### config.mk
export PLATFORM = sky130hd
export DESIGN_NAME = gp_timer_capture_reload
export DESIGN_NICKNAME = d
export VERILOG_FILES = /design/src/logic/gp_timer_counter.v /design/src/logic/gp_timer_capture_reload.v
export VERILOG_INCLUDE_DIRS = /design/src /design/src/logic
export SDC_FILE = /design/constraint.sdc
export NUM_CORES = 1
export LEC_CHECK = 0
export BUFFER_PORTS_ARGS = -buffer_cell sky130_fd_sc_hd__buf_4
export CAP_MARGIN = 20
export CORE_MARGIN = 3
export CORE_UTILIZATION = 30
export CTS_CLUSTER_SIZE = 8
export DETAILED_ROUTE_END_ITERATION = 10
export PLACE_DENSITY_LB_ADDON = 0.15
export SLEW_MARGIN = 20
export SYNTH_ARGS = -nofsm -noshare
export SYNTH_HDL_FRONTEND = slang
export SYNTH_HIERARCHICAL = 1
export SYNTH_SLANG_ARGS = --single-unit
### constraint.sdc
create_clock -name sys_clk_i -period 3.56 [get_ports sys_clk_i]
set_input_delay 0.712 -clock sys_clk_i [delete_from_list [all_inputs] [get_ports sys_clk_i]]
set_output_delay 0.712 -clock sys_clk_i [all_outputs]
set_load 0.01 [all_outputs]
### src/logic/gp_timer_consts.vh
// Behaviour
// - Finest prescaled count step is two system clocks.
// - Each timer: prescaled clock or external input.
// - Direction from software or external direction pin.
// - Toggle latch flips on core overflow/underflow.
// - Latch clocks aux timer and drives pin.
// - Core overflow pulses feed second compare unit.
// - Core overflow can reload from capture register.
// - Capture pin edge latches aux timer value.
// - Optional clear of aux timer after capture.
// - Neighbour count/direction edges may trigger capture.
// - Aux timer has no external direction pin.
`ifndef GP_TIMER_CONSTS_VH
`define GP_TIMER_CONSTS_VH

// ****************************************************************
// Timer constants
// ****************************************************************
`define TMR_WIDTH        16
`define TMR_RESET_VAL    16'h0000
`define PRE_WIDTH        3
`define BASE_STEP        2
`define SRC_PRESCALE     2'h0
`define SRC_EXT_EDGE     2'h1
`define SRC_LATCH_EDGE   2'h2
`define SRC_STOP         2'h3
`define CAP_SEL_PIN      2'h0
`define CAP_SEL_NCOUNT   2'h1
`define CAP_SEL_NDIR     2'h2
`define CAP_SEL_NBOTH    2'h3

`endif

### src/logic/gp_timer_counter.v
`timescale 1ns/10ps
`include "gp_timer_consts.vh"

module gp_timer_counter #(
    parameter WIDTH = `TMR_WIDTH
) (
    // Clock and reset
    input  wire             sys_clk_i,
    input  wire             reset_i,
    // Control
    input  wire             step_i,
    input  wire             count_down_i,
    input  wire             load_i,
    input  wire [WIDTH-1:0] load_val_i,
    // Status
    output reg  [WIDTH-1:0] count_o,
    output wire             wrap_o
);

    // Wrap is combinational so the owner can react in the same cycle.
    assign wrap_o = step_i & (count_down_i ? (count_o == {WIDTH{1'b0}}) : (count_o == {WIDTH{1'b1}}));

    // A load takes priority over a count step in the same cycle.
    always @(posedge sys_clk_i or posedge reset_i) begin
        if (reset_i) begin
            count_o <= {WIDTH{1'b0}};
        end else if (load_i) begin
            count_o <= load_val_i;
        end else if (step_i) begin
            count_o <= count_down_i ? count_o - 1'b1 : count_o + 1'b1;
        end
    end

endmodule // gp_timer_counter

### src/logic/gp_timer_capture_reload.v
`timescale 1ns/10ps
`include "gp_timer_consts.vh"

module gp_timer_capture_reload #(
    parameter WIDTH = `TMR_WIDTH,
    parameter PRE_W = `PRE_WIDTH
) (
    // Clock and reset
    input  wire             sys_clk_i,
    input  wire             reset_i,
    // Aux timer configuration
    input  wire             aux_run_i,
    input  wire [1:0]       aux_src_i,
    input  wire [PRE_W-1:0] aux_prescale_i,
    input  wire             aux_dir_down_i,
    input  wire             aux_ext_count_i,
    // Core timer configuration
    input  wire             core_run_i,
    input  wire [1:0]       core_src_i,
    input  wire [PRE_W-1:0] core_prescale_i,
    input  wire             core_dir_down_i,
    input  wire             core_dir_ext_en_i,
    input  wire             direction_control_input_i,
    input  wire             core_ext_count_i,
    input  wire             core_reload_en_i,
    input  wire             latch_out_en_i,
    // Capture configuration and pins
    input  wire             capture_en_i,
    input  wire [1:0]       capture_sel_i,
    input  wire             capture_clear_en_i,
    input  wire             capture_input_pin_i,
    input  wire             neighbour_count_input_i,
    input  wire             neighbour_direction_input_i,
    // Outputs
    output wire [WIDTH-1:0] aux_timer_o,
    output wire [WIDTH-1:0] core_timer_o,
    output reg  [WIDTH-1:0] capture_reload_reg_o,
    output reg              core_toggle_latch_o,
    output reg              toggle_latch_output_pin_o,
    output reg              second_compare_unit_clk_o,
    output reg              capture_event_o
);

    // ****************************************************************
    // Edge detection and base tick
    // ****************************************************************
    reg             base_ff;
    reg [15:0]      pre_cnt_ff;
    reg             aux_ext_ff;
    reg             core_ext_ff;
    reg             cap_pin_ff;
    reg             n_cnt_ff;
    reg             n_dir_ff;
    reg             latch_seen_ff;
    wire            aux_wrap;
    wire            core_wrap;

    // Any transition on a level seen against its previous sample.
    function edge_of;
        input now_v;
        input last_v;
        begin
            edge_of = now_v ^ last_v;
        end
    endfunction

    // Prescale tick: base step of two clocks times 2^prescale.
    function tick_of;
        input [15:0]      cnt_v;
        input [PRE_W-1:0] sel_v;
        input             base_v;
        reg   [15:0]      mask_v;
        begin
            mask_v  = (16'h0001 << sel_v) - 16'h0001;
            tick_of = base_v & ((cnt_v & mask_v) == 16'h0000);
        end
    endfunction

    // Base toggles every clock, so the fastest tick comes every two clocks.
    always @(posedge sys_clk_i or posedge reset_i) begin
        if (reset_i) begin
            base_ff       <= 1'b0;
            pre_cnt_ff    <= 16'h0000;
        end else begin
            base_ff <= ~base_ff;
            if (base_ff) begin
                pre_cnt_ff <= pre_cnt_ff + 16'h0001;
            end
        end
    end

    // Previous samples of every input that is watched for edges.
    always @(posedge sys_clk_i or posedge reset_i) begin
        if (reset_i) begin
            aux_ext_ff    <= 1'b0;
            core_ext_ff   <= 1'b0;
            cap_pin_ff    <= 1'b0;
            n_cnt_ff      <= 1'b0;
            n_dir_ff      <= 1'b0;
            latch_seen_ff <= 1'b0;
        end else begin
            aux_ext_ff    <= aux_ext_count_i;
            core_ext_ff   <= core_ext_count_i;
            cap_pin_ff    <= capture_input_pin_i;
            n_cnt_ff      <= neighbour_count_input_i;
            n_dir_ff      <= neighbour_direction_input_i;
            latch_seen_ff <= core_toggle_latch_o;
        end
    end

    // ****************************************************************
    // Step selection
    // ****************************************************************
    reg  aux_step;
    reg  core_step;
    wire aux_pre_tick  = tick_of(pre_cnt_ff, aux_prescale_i, base_ff);
    wire core_pre_tick = tick_of(pre_cnt_ff, core_prescale_i, base_ff);
    // The aux timer has no direction pin; software alone steers it.
    wire aux_down      = aux_dir_down_i;
    wire core_down     = core_dir_ext_en_i ? direction_control_input_i : core_dir_down_i;

    // Pick each timer's count source.
    always @* begin
        aux_step  = 1'b0;
        core_step = 1'b0;
        case (aux_src_i)
            `SRC_PRESCALE:   aux_step = aux_pre_tick;
            `SRC_EXT_EDGE:   aux_step = edge_of(aux_ext_count_i, aux_ext_ff);
            `SRC_LATCH_EDGE: aux_step = edge_of(core_toggle_latch_o, latch_seen_ff);
            default:         aux_step = 1'b0;
        endcase
        case (core_src_i)
            `SRC_PRESCALE:   core_step = core_pre_tick;
            `SRC_EXT_EDGE:   core_step = edge_of(core_ext_count_i, core_ext_ff);
            default:         core_step = 1'b0;
        endcase
        aux_step  = aux_step & aux_run_i;
        core_step = core_step & core_run_i;
    end

    // ****************************************************************
    // Capture trigger
    // ****************************************************************
    reg cap_trig;

    // Capture on pin edges or neighbour input edges.
    always @* begin
        case (capture_sel_i)
            `CAP_SEL_PIN:    cap_trig = edge_of(capture_input_pin_i, cap_pin_ff);
            `CAP_SEL_NCOUNT: cap_trig = edge_of(neighbour_count_input_i, n_cnt_ff);
            `CAP_SEL_NDIR:   cap_trig = edge_of(neighbour_direction_input_i, n_dir_ff);
            default:         cap_trig = edge_of(neighbour_count_input_i, n_cnt_ff) |
                                        edge_of(neighbour_direction_input_i, n_dir_ff);
        endcase
        cap_trig = cap_trig & capture_en_i;
    end

    wire core_reload = core_wrap & core_reload_en_i;

    // ****************************************************************
    // Timers
    // ****************************************************************
    gp_timer_counter #(
        .WIDTH (WIDTH)
    ) u_aux_timer (
        .sys_clk_i    (sys_clk_i),
        .reset_i      (reset_i),
        .step_i       (aux_step),
        .count_down_i (aux_down),
        .load_i       (cap_trig & capture_clear_en_i),
        .load_val_i   ({WIDTH{1'b0}}),
        .count_o      (aux_timer_o),
        .wrap_o       (aux_wrap)
    );

    // Reload uses the register value present in the wrap cycle.
    gp_timer_counter #(
        .WIDTH (WIDTH)
    ) u_core_timer (
        .sys_clk_i    (sys_clk_i),
        .reset_i      (reset_i),
        .step_i       (core_step),
        .count_down_i (core_down),
        .load_i       (core_reload),
        .load_val_i   (capture_reload_reg_o),
        .count_o      (core_timer_o),
        .wrap_o       (core_wrap)
    );

    // ****************************************************************
    // Capture register, latch and event outputs
    // ****************************************************************
    // Capture takes the aux value before any clear in the same edge.
    always @(posedge sys_clk_i or posedge reset_i) begin
        if (reset_i) begin
            capture_reload_reg_o      <= `TMR_RESET_VAL;
            core_toggle_latch_o       <= 1'b0;
            toggle_latch_output_pin_o <= 1'b0;
            second_compare_unit_clk_o <= 1'b0;
            capture_event_o           <= 1'b0;
        end else begin
            if (cap_trig) begin
                capture_reload_reg_o <= aux_timer_o;
            end
            if (core_wrap) begin
                core_toggle_latch_o <= ~core_toggle_latch_o;
            end
            toggle_latch_output_pin_o <= latch_out_en_i & (core_toggle_latch_o ^ core_wrap);
            second_compare_unit_clk_o <= core_wrap;
            capture_event_o           <= cap_trig;
        end
    end

endmodule // gp_timer_capture_reload

After elaboration in Yosys (flattened, before gate mapping)
Cells that the tools add are included.
Widths: inputs -> output; s select.
{"block": "word_totals", "register_bits": 75, "inputBits": 29, "out_inout_bits": 52, "wordCells": 70}
{"block": "classes", "n_addsub": 7, "n_eq_ne": 6, "shifts": 2, "muxes": 11, "bitwise": 21, "n_reduce_logical": 8}
{"cell": "$mux 16", "count": 6}
{"cell": "$sub 16x1->16 const B", "count": 4}
{"cell": "$add 16x1->16 const B", "count": 3}
{"cell": "$logic_not 16->1", "count": 3}
{"cell": "$and 16x16->16", "count": 2}
{"cell": "$shl 1x3->16 const A", "count": 2}
{"cell": "$eq 16x16->1 const B", "count": 1}
{"cell": "$and 1x1->1", "count": 9}
{"cell": "$xor 1x1->1", "count": 7}
{"cell": "$eq 2x1->1 const B", "count": 3}
{"cell": "$logic_not 2->1", "count": 3}
{"cell": "$pmux 1 s3", "count": 2}
{"cell": "$eq 2x2->1 const B", "count": 2}
{"cell": "$reduce_bool 2->1", "count": 2}
{"cell": "$mux 1", "count": 2}
{"cell": "$not 1->1", "count": 2}
{"cell": "$pmux 1 s2", "count": 1}
{"cell": "$or 1x1->1", "count": 1}

Longest topological paths before layout
{"block": "depth", "ltp_word": 10, "mapped_depth": 18, "ltp_nobuf": 14}

By module
The synthesis kept the hierarchy.
{"module": "gp_timer_capture_reload", "n_inst": 1, "cells_each": 189, "area_per_inst_um2": 2137.0, "seq_area_each_um2": 1076.0}
{"module": "gp_timer_counter at u_aux_timer", "n_inst": 1, "cells_each": 193, "area_per_inst_um2": 1630.3, "seq_area_each_um2": 400.4}
{"module": "gp_timer_counter at u_core_timer", "n_inst": 1, "cells_each": 171, "area_per_inst_um2": 1516.5, "seq_area_each_um2": 400.4}

Worst setup path after synthesis
Ideal clock, no wire load.
{"block": "synth_path", "kind": "in2reg", "start": "input port core_prescale_i[2]", "end": "register u_core_timer.count_o[0]", "setup_time_ns": 0.135, "arrival_time_ns": 4.251, "required_ns": 3.425, "setup_slack_ns": -0.826, "stages": 16, "cell_sequence": "clkbuf_1 or3_1 ha_1 inv_1 a222oi_1 nand3_1 a221oi_1 a22o_1 clkbuf_1 buf_1 nor2b_1 and2_1 clkbuf_1 clkbuf_1 clkbuf_1 o21ai_0"}
{"block": "synth_between", "elab_chain_len": 10, "elab_cells_between_ends": 11, "classes_between": "add/sub: 1; shift: 1; mux: 2; bitwise: 5; reduce/logical: 2"}
{"item": "start, declared", "line": "gp_timer_capture_reload.v:20", "rtl": "input wire [PRE_W-1:0] core_prescale_i,"}
{"item": "$shl 1x3->16 *", "line": "gp_timer_capture_reload.v:74", "rtl": "mask_v = (16'h0001 << sel_v) - 16'h0001;"}
{"item": "$sub 16x1->16 *", "line": "gp_timer_capture_reload.v:74"}
{"item": "$and 16x16->16 *", "line": "gp_timer_capture_reload.v:75", "rtl": "tick_of = base_v & ((cnt_v & mask_v) == 16'h0000);"}
{"item": "$logic_not 16->1 *", "line": "gp_timer_capture_reload.v:75"}
{"item": "$and 1x1->1 *", "line": "gp_timer_capture_reload.v:75"}
{"item": "$pmux 1 s2 *", "line": "gp_timer_capture_reload.v:132", "rtl": "case (core_src_i)"}
{"item": "$and 1x1->1 *", "line": "gp_timer_capture_reload.v:138", "rtl": "core_step = core_step & core_run_i;"}
{"item": "net core_step", "line": "gp_timer_capture_reload.v:115", "rtl": "reg core_step;"}
{"item": "$and 1x1->1 *", "line": "gp_timer_counter.v:21", "rtl": "assign wrap_o = step_i & (count_down_i ? (count_o == {WIDTH{1'b0}}) : (count_o == {WIDTH{1'b1}}));"}
{"item": "net core_wrap", "line": "gp_timer_capture_reload.v:56", "rtl": "wire core_wrap;"}
{"item": "$and 1x1->1 *", "line": "gp_timer_capture_reload.v:158", "rtl": "wire core_reload = core_wrap & core_reload_en_i;"}
{"item": "net core_reload", "line": "gp_timer_capture_reload.v:158"}
{"item": "$mux 16 or $reduce_bool 2->1 (tied branches)"}
{"item": "end signal, assigned", "line": "gp_timer_counter.v:26", "rtl": "count_o <= {WIDTH{1'b0}};"}
{"item": "end signal, assigned", "line": "gp_timer_counter.v:28", "rtl": "count_o <= load_val_i;"}
{"item": "end signal, assigned", "line": "gp_timer_counter.v:30", "rtl": "count_o <= count_down_i ? count_o - 1'b1 : count_o + 1'b1;"}
{"item": "end, declared", "line": "gp_timer_counter.v:16", "rtl": "output reg [WIDTH-1:0] count_o,"}
The timed path passes the listed nets; every way through them passes the cells marked *.
A chain may end at the register's enable or synchronous reset.

Final worst setup path
{"block": "layout_path", "start": "input port aux_prescale_i[2]", "end": "register u_aux_timer.count_o[4]"}
{"block": "layout_between", "elab_chain_len": 8}
{"item": "start, declared", "line": "gp_timer_capture_reload.v:14", "rtl": "input wire [PRE_W-1:0] aux_prescale_i,"}
{"item": "$shl 1x3->16", "line": "gp_timer_capture_reload.v:74"}
{"item": "$sub 16x1->16", "line": "gp_timer_capture_reload.v:74"}
{"item": "$and 16x16->16", "line": "gp_timer_capture_reload.v:75"}
{"item": "$logic_not 16->1", "line": "gp_timer_capture_reload.v:75"}
{"item": "$and 1x1->1", "line": "gp_timer_capture_reload.v:75"}
{"item": "$pmux 1 s3", "line": "gp_timer_capture_reload.v:126", "rtl": "case (aux_src_i)"}
{"item": "$and 1x1->1", "line": "gp_timer_capture_reload.v:137", "rtl": "aux_step = aux_step & aux_run_i;"}
{"item": "net aux_step", "line": "gp_timer_capture_reload.v:114", "rtl": "reg aux_step;"}
{"item": "$reduce_bool 2->1 (no line)"}
{"item": "end signal, assigned", "line": "gp_timer_counter.v:26"}
{"item": "end signal, assigned", "line": "gp_timer_counter.v:28"}
{"item": "end signal, assigned", "line": "gp_timer_counter.v:30"}
{"item": "end, declared", "line": "gp_timer_counter.v:16"}
The timed path passes the listed nets, and every way through them passes these cells.

==> run summary <==
Largest net degree at the start of global routing - 44
Final setup violation count - 0
Slew Viols, Final - 0
Syn Area/Cell - 9.63 µm²
Post-Route Skew - 0.00735 ns
Clock Sinks - 75
Worst skew pair latency - 0.33 ns
H-tree Lvls - 3
Routed Wire Length - 13900 µm
P per Cell Area - 784 mW/mm²
DP HPWL - 10800 µm
Via count - 4460
Share of cells above drive strength 1 - 24.3%
Vias in the first global route - 4375
Area grow syn2layout - 25.3%
Worst Setup Start Kind - input pin
Final worst slack - 0.350 ns
Place WS - -0.000299 ns
Worst Path Class, Setup - input pin to register
Hold-fix buffers at CTS - 0
Final min period - 3.21 ns
Total Routing Usage GR - 15.0%
Routed vias/inst - 5.17
LEAKAGE - 2.92 nW
Number of buffers created by CTS - 9
DRC violation count after routing - 0
Initial Util - 31.0%
Status - finished, final reports clean
IO buf count - 80
Hold Worst Slack - 0.462 ns
Pre-antenna DRT Iters - 5
Crit path capture type - register
Synth Instances - 540
Worst Path Required - 3.78 ns
Bufs on Longest Clock Path - 2
RSZ-0062 raised after global routing - false
Initial DRC count - 339
Total gr overflow - 0
Design area - 0.00652 mm²
Critical Path AT - 3.43 ns
Chip height - 138 µm
Gpl congestion - 0.845
Ys Warns - 6
Final Hold Viols - 0
Row cnt - 47
Ports - 81
DRT antenna net count - 0
Worst Tran Pin Value - 0.935 ns
Slew HR - 37.6%
Clk pin slew, worst setup/hold paths - 0.06 ns
DP Area - 0.00619 mm²
Synthesized area - 0.00520 mm²
Max cap viols - 0
Initial antenna violation count - 0
Worst Hold Class - register to register
CTS resizes - 0
Max Clk Rate - 0.312 GHz
ANT cells - 0
TritonCTS clock tree - built
Core ar. - 0.0168 mm²
Die X - 138 µm
Root Buffer - clkbuf_16
Full die area - 0.0190 mm²
First-pass GRT wire length - 22800 µm
Post-CTS Setup Bufs - 0
Period utilisation layout - 90.2%
Max FO, Critical Path - 5
Nets - 701
Wirelength per Cell - 16.2 µm
Peak VDD IR - 0.299 mV
[layout by cell type (no fill, tap or decap), types with 4 or more instances in the layout]
| cell type | count |
|---|---|
| a21oi_1 | 33 |
| dfrtp_1 | 75 |
| o22ai_1 | 4 |
| clkbuf_16 | 9 |
| a31oi_1 | 4 |
| and3_1 | 8 |
| o21ai_0 | 23 |
| conb_1 | 16 |
| a21o_1 | 8 |
| mux2_2 | 23 |
| nand2b_1 | 8 |
| nor2_1 | 22 |
| xor2_1 | 20 |
| buf_4 | 95 |
| o21ai_1 | 7 |
| a211oi_1 | 5 |
| a221o_1 | 8 |
| nand2_1 | 45 |
| nor3b_1 | 24 |
| mux2i_1 | 11 |
| nand3_1 | 14 |
| inv_1 | 19 |
| nor3_1 | 7 |
| nand4_1 | 11 |
| o211ai_1 | 4 |
| nor4b_1 | 4 |
| xnor2_1 | 29 |
| ha_1 | 32 |
| nor2b_1 | 6 |
[where the power goes]
group	switching [mW]	leakage, nW	internal, mW
logic	1.33	1.82	1.25
clock network	0.355	0.156	0.637
registers	0.402	0.938	1.12
[cell type report]
class                   instances  area, µm²
clock buffers                  11        243
clock inverters                 5       85.1
fillers                      1679      10200
inverters                      20       75.1
multi-input cells             435       3230
flip-flops and latches         75       1880
well taps                     220        275
repair buffers                 96        733
[final timing paths]
check	endpoint	cells after the start	from	slack, ns
setup / recovery	u_aux_timer/count_o[4]	11	aux_prescale_i[2]	0.35
hold / removal	pre_cnt_ff[13]	1	pre_cnt_ff[13]	0.46
setup reg to reg	u_aux_timer/count_o[4]	8	pre_cnt_ff[8]	0.75
hold reg to reg	pre_cnt_ff[13]	1	pre_cnt_ff[13]	0.46
max in group asynchronous	core_toggle_latch_o	2	reset_i	2.36
min in group asynchronous	u_core_timer/count_o[15]	2	reset_i	0.50
[per-stage QoR]
step	instances	power (mW)	util [%]	TNS [ns]
floorplan	555	3.15	-	-0.214
global placement	846	4.10	36.9	0
detailed placement	846	4.13	36.9	-0.000299
CTS	862	5.15	38.9	0
global route	862	5.51	38.9	0
finish	862	5.11	38.9	0
[worst max-delay path, cell delays in order]
cell	delay, ns
buf_4	0.12
or3_1	0.40
ha_1	0.25
nor3b_1	0.16
a211o_1	0.31
a2111oi_4	0.36
a222oi_1	0.13
nor2_1	0.21
buf_4	0.19
mux2_2	0.33
mux2_2	0.26
[routing by layer]
layer	part of all wire, %	wire length, µm	GRT usage, %
met1	48	6670	21.2
met2	47	6550	24.3
met3	4.0	563	1.53
met4	1.0	143	4.16
met5	0	0	0
[flip-flops by register name, summed over array words and instances (netlist names), 16 cells and up]
| signal | flops |
|---|---|
| u_aux_timer/count_o | 16 |
| pre_cnt_ff | 16 |
| u_core_timer/count_o | 16 |
| capture_reload_reg_o | 16 |
Power figures use the tool's default switching activity.
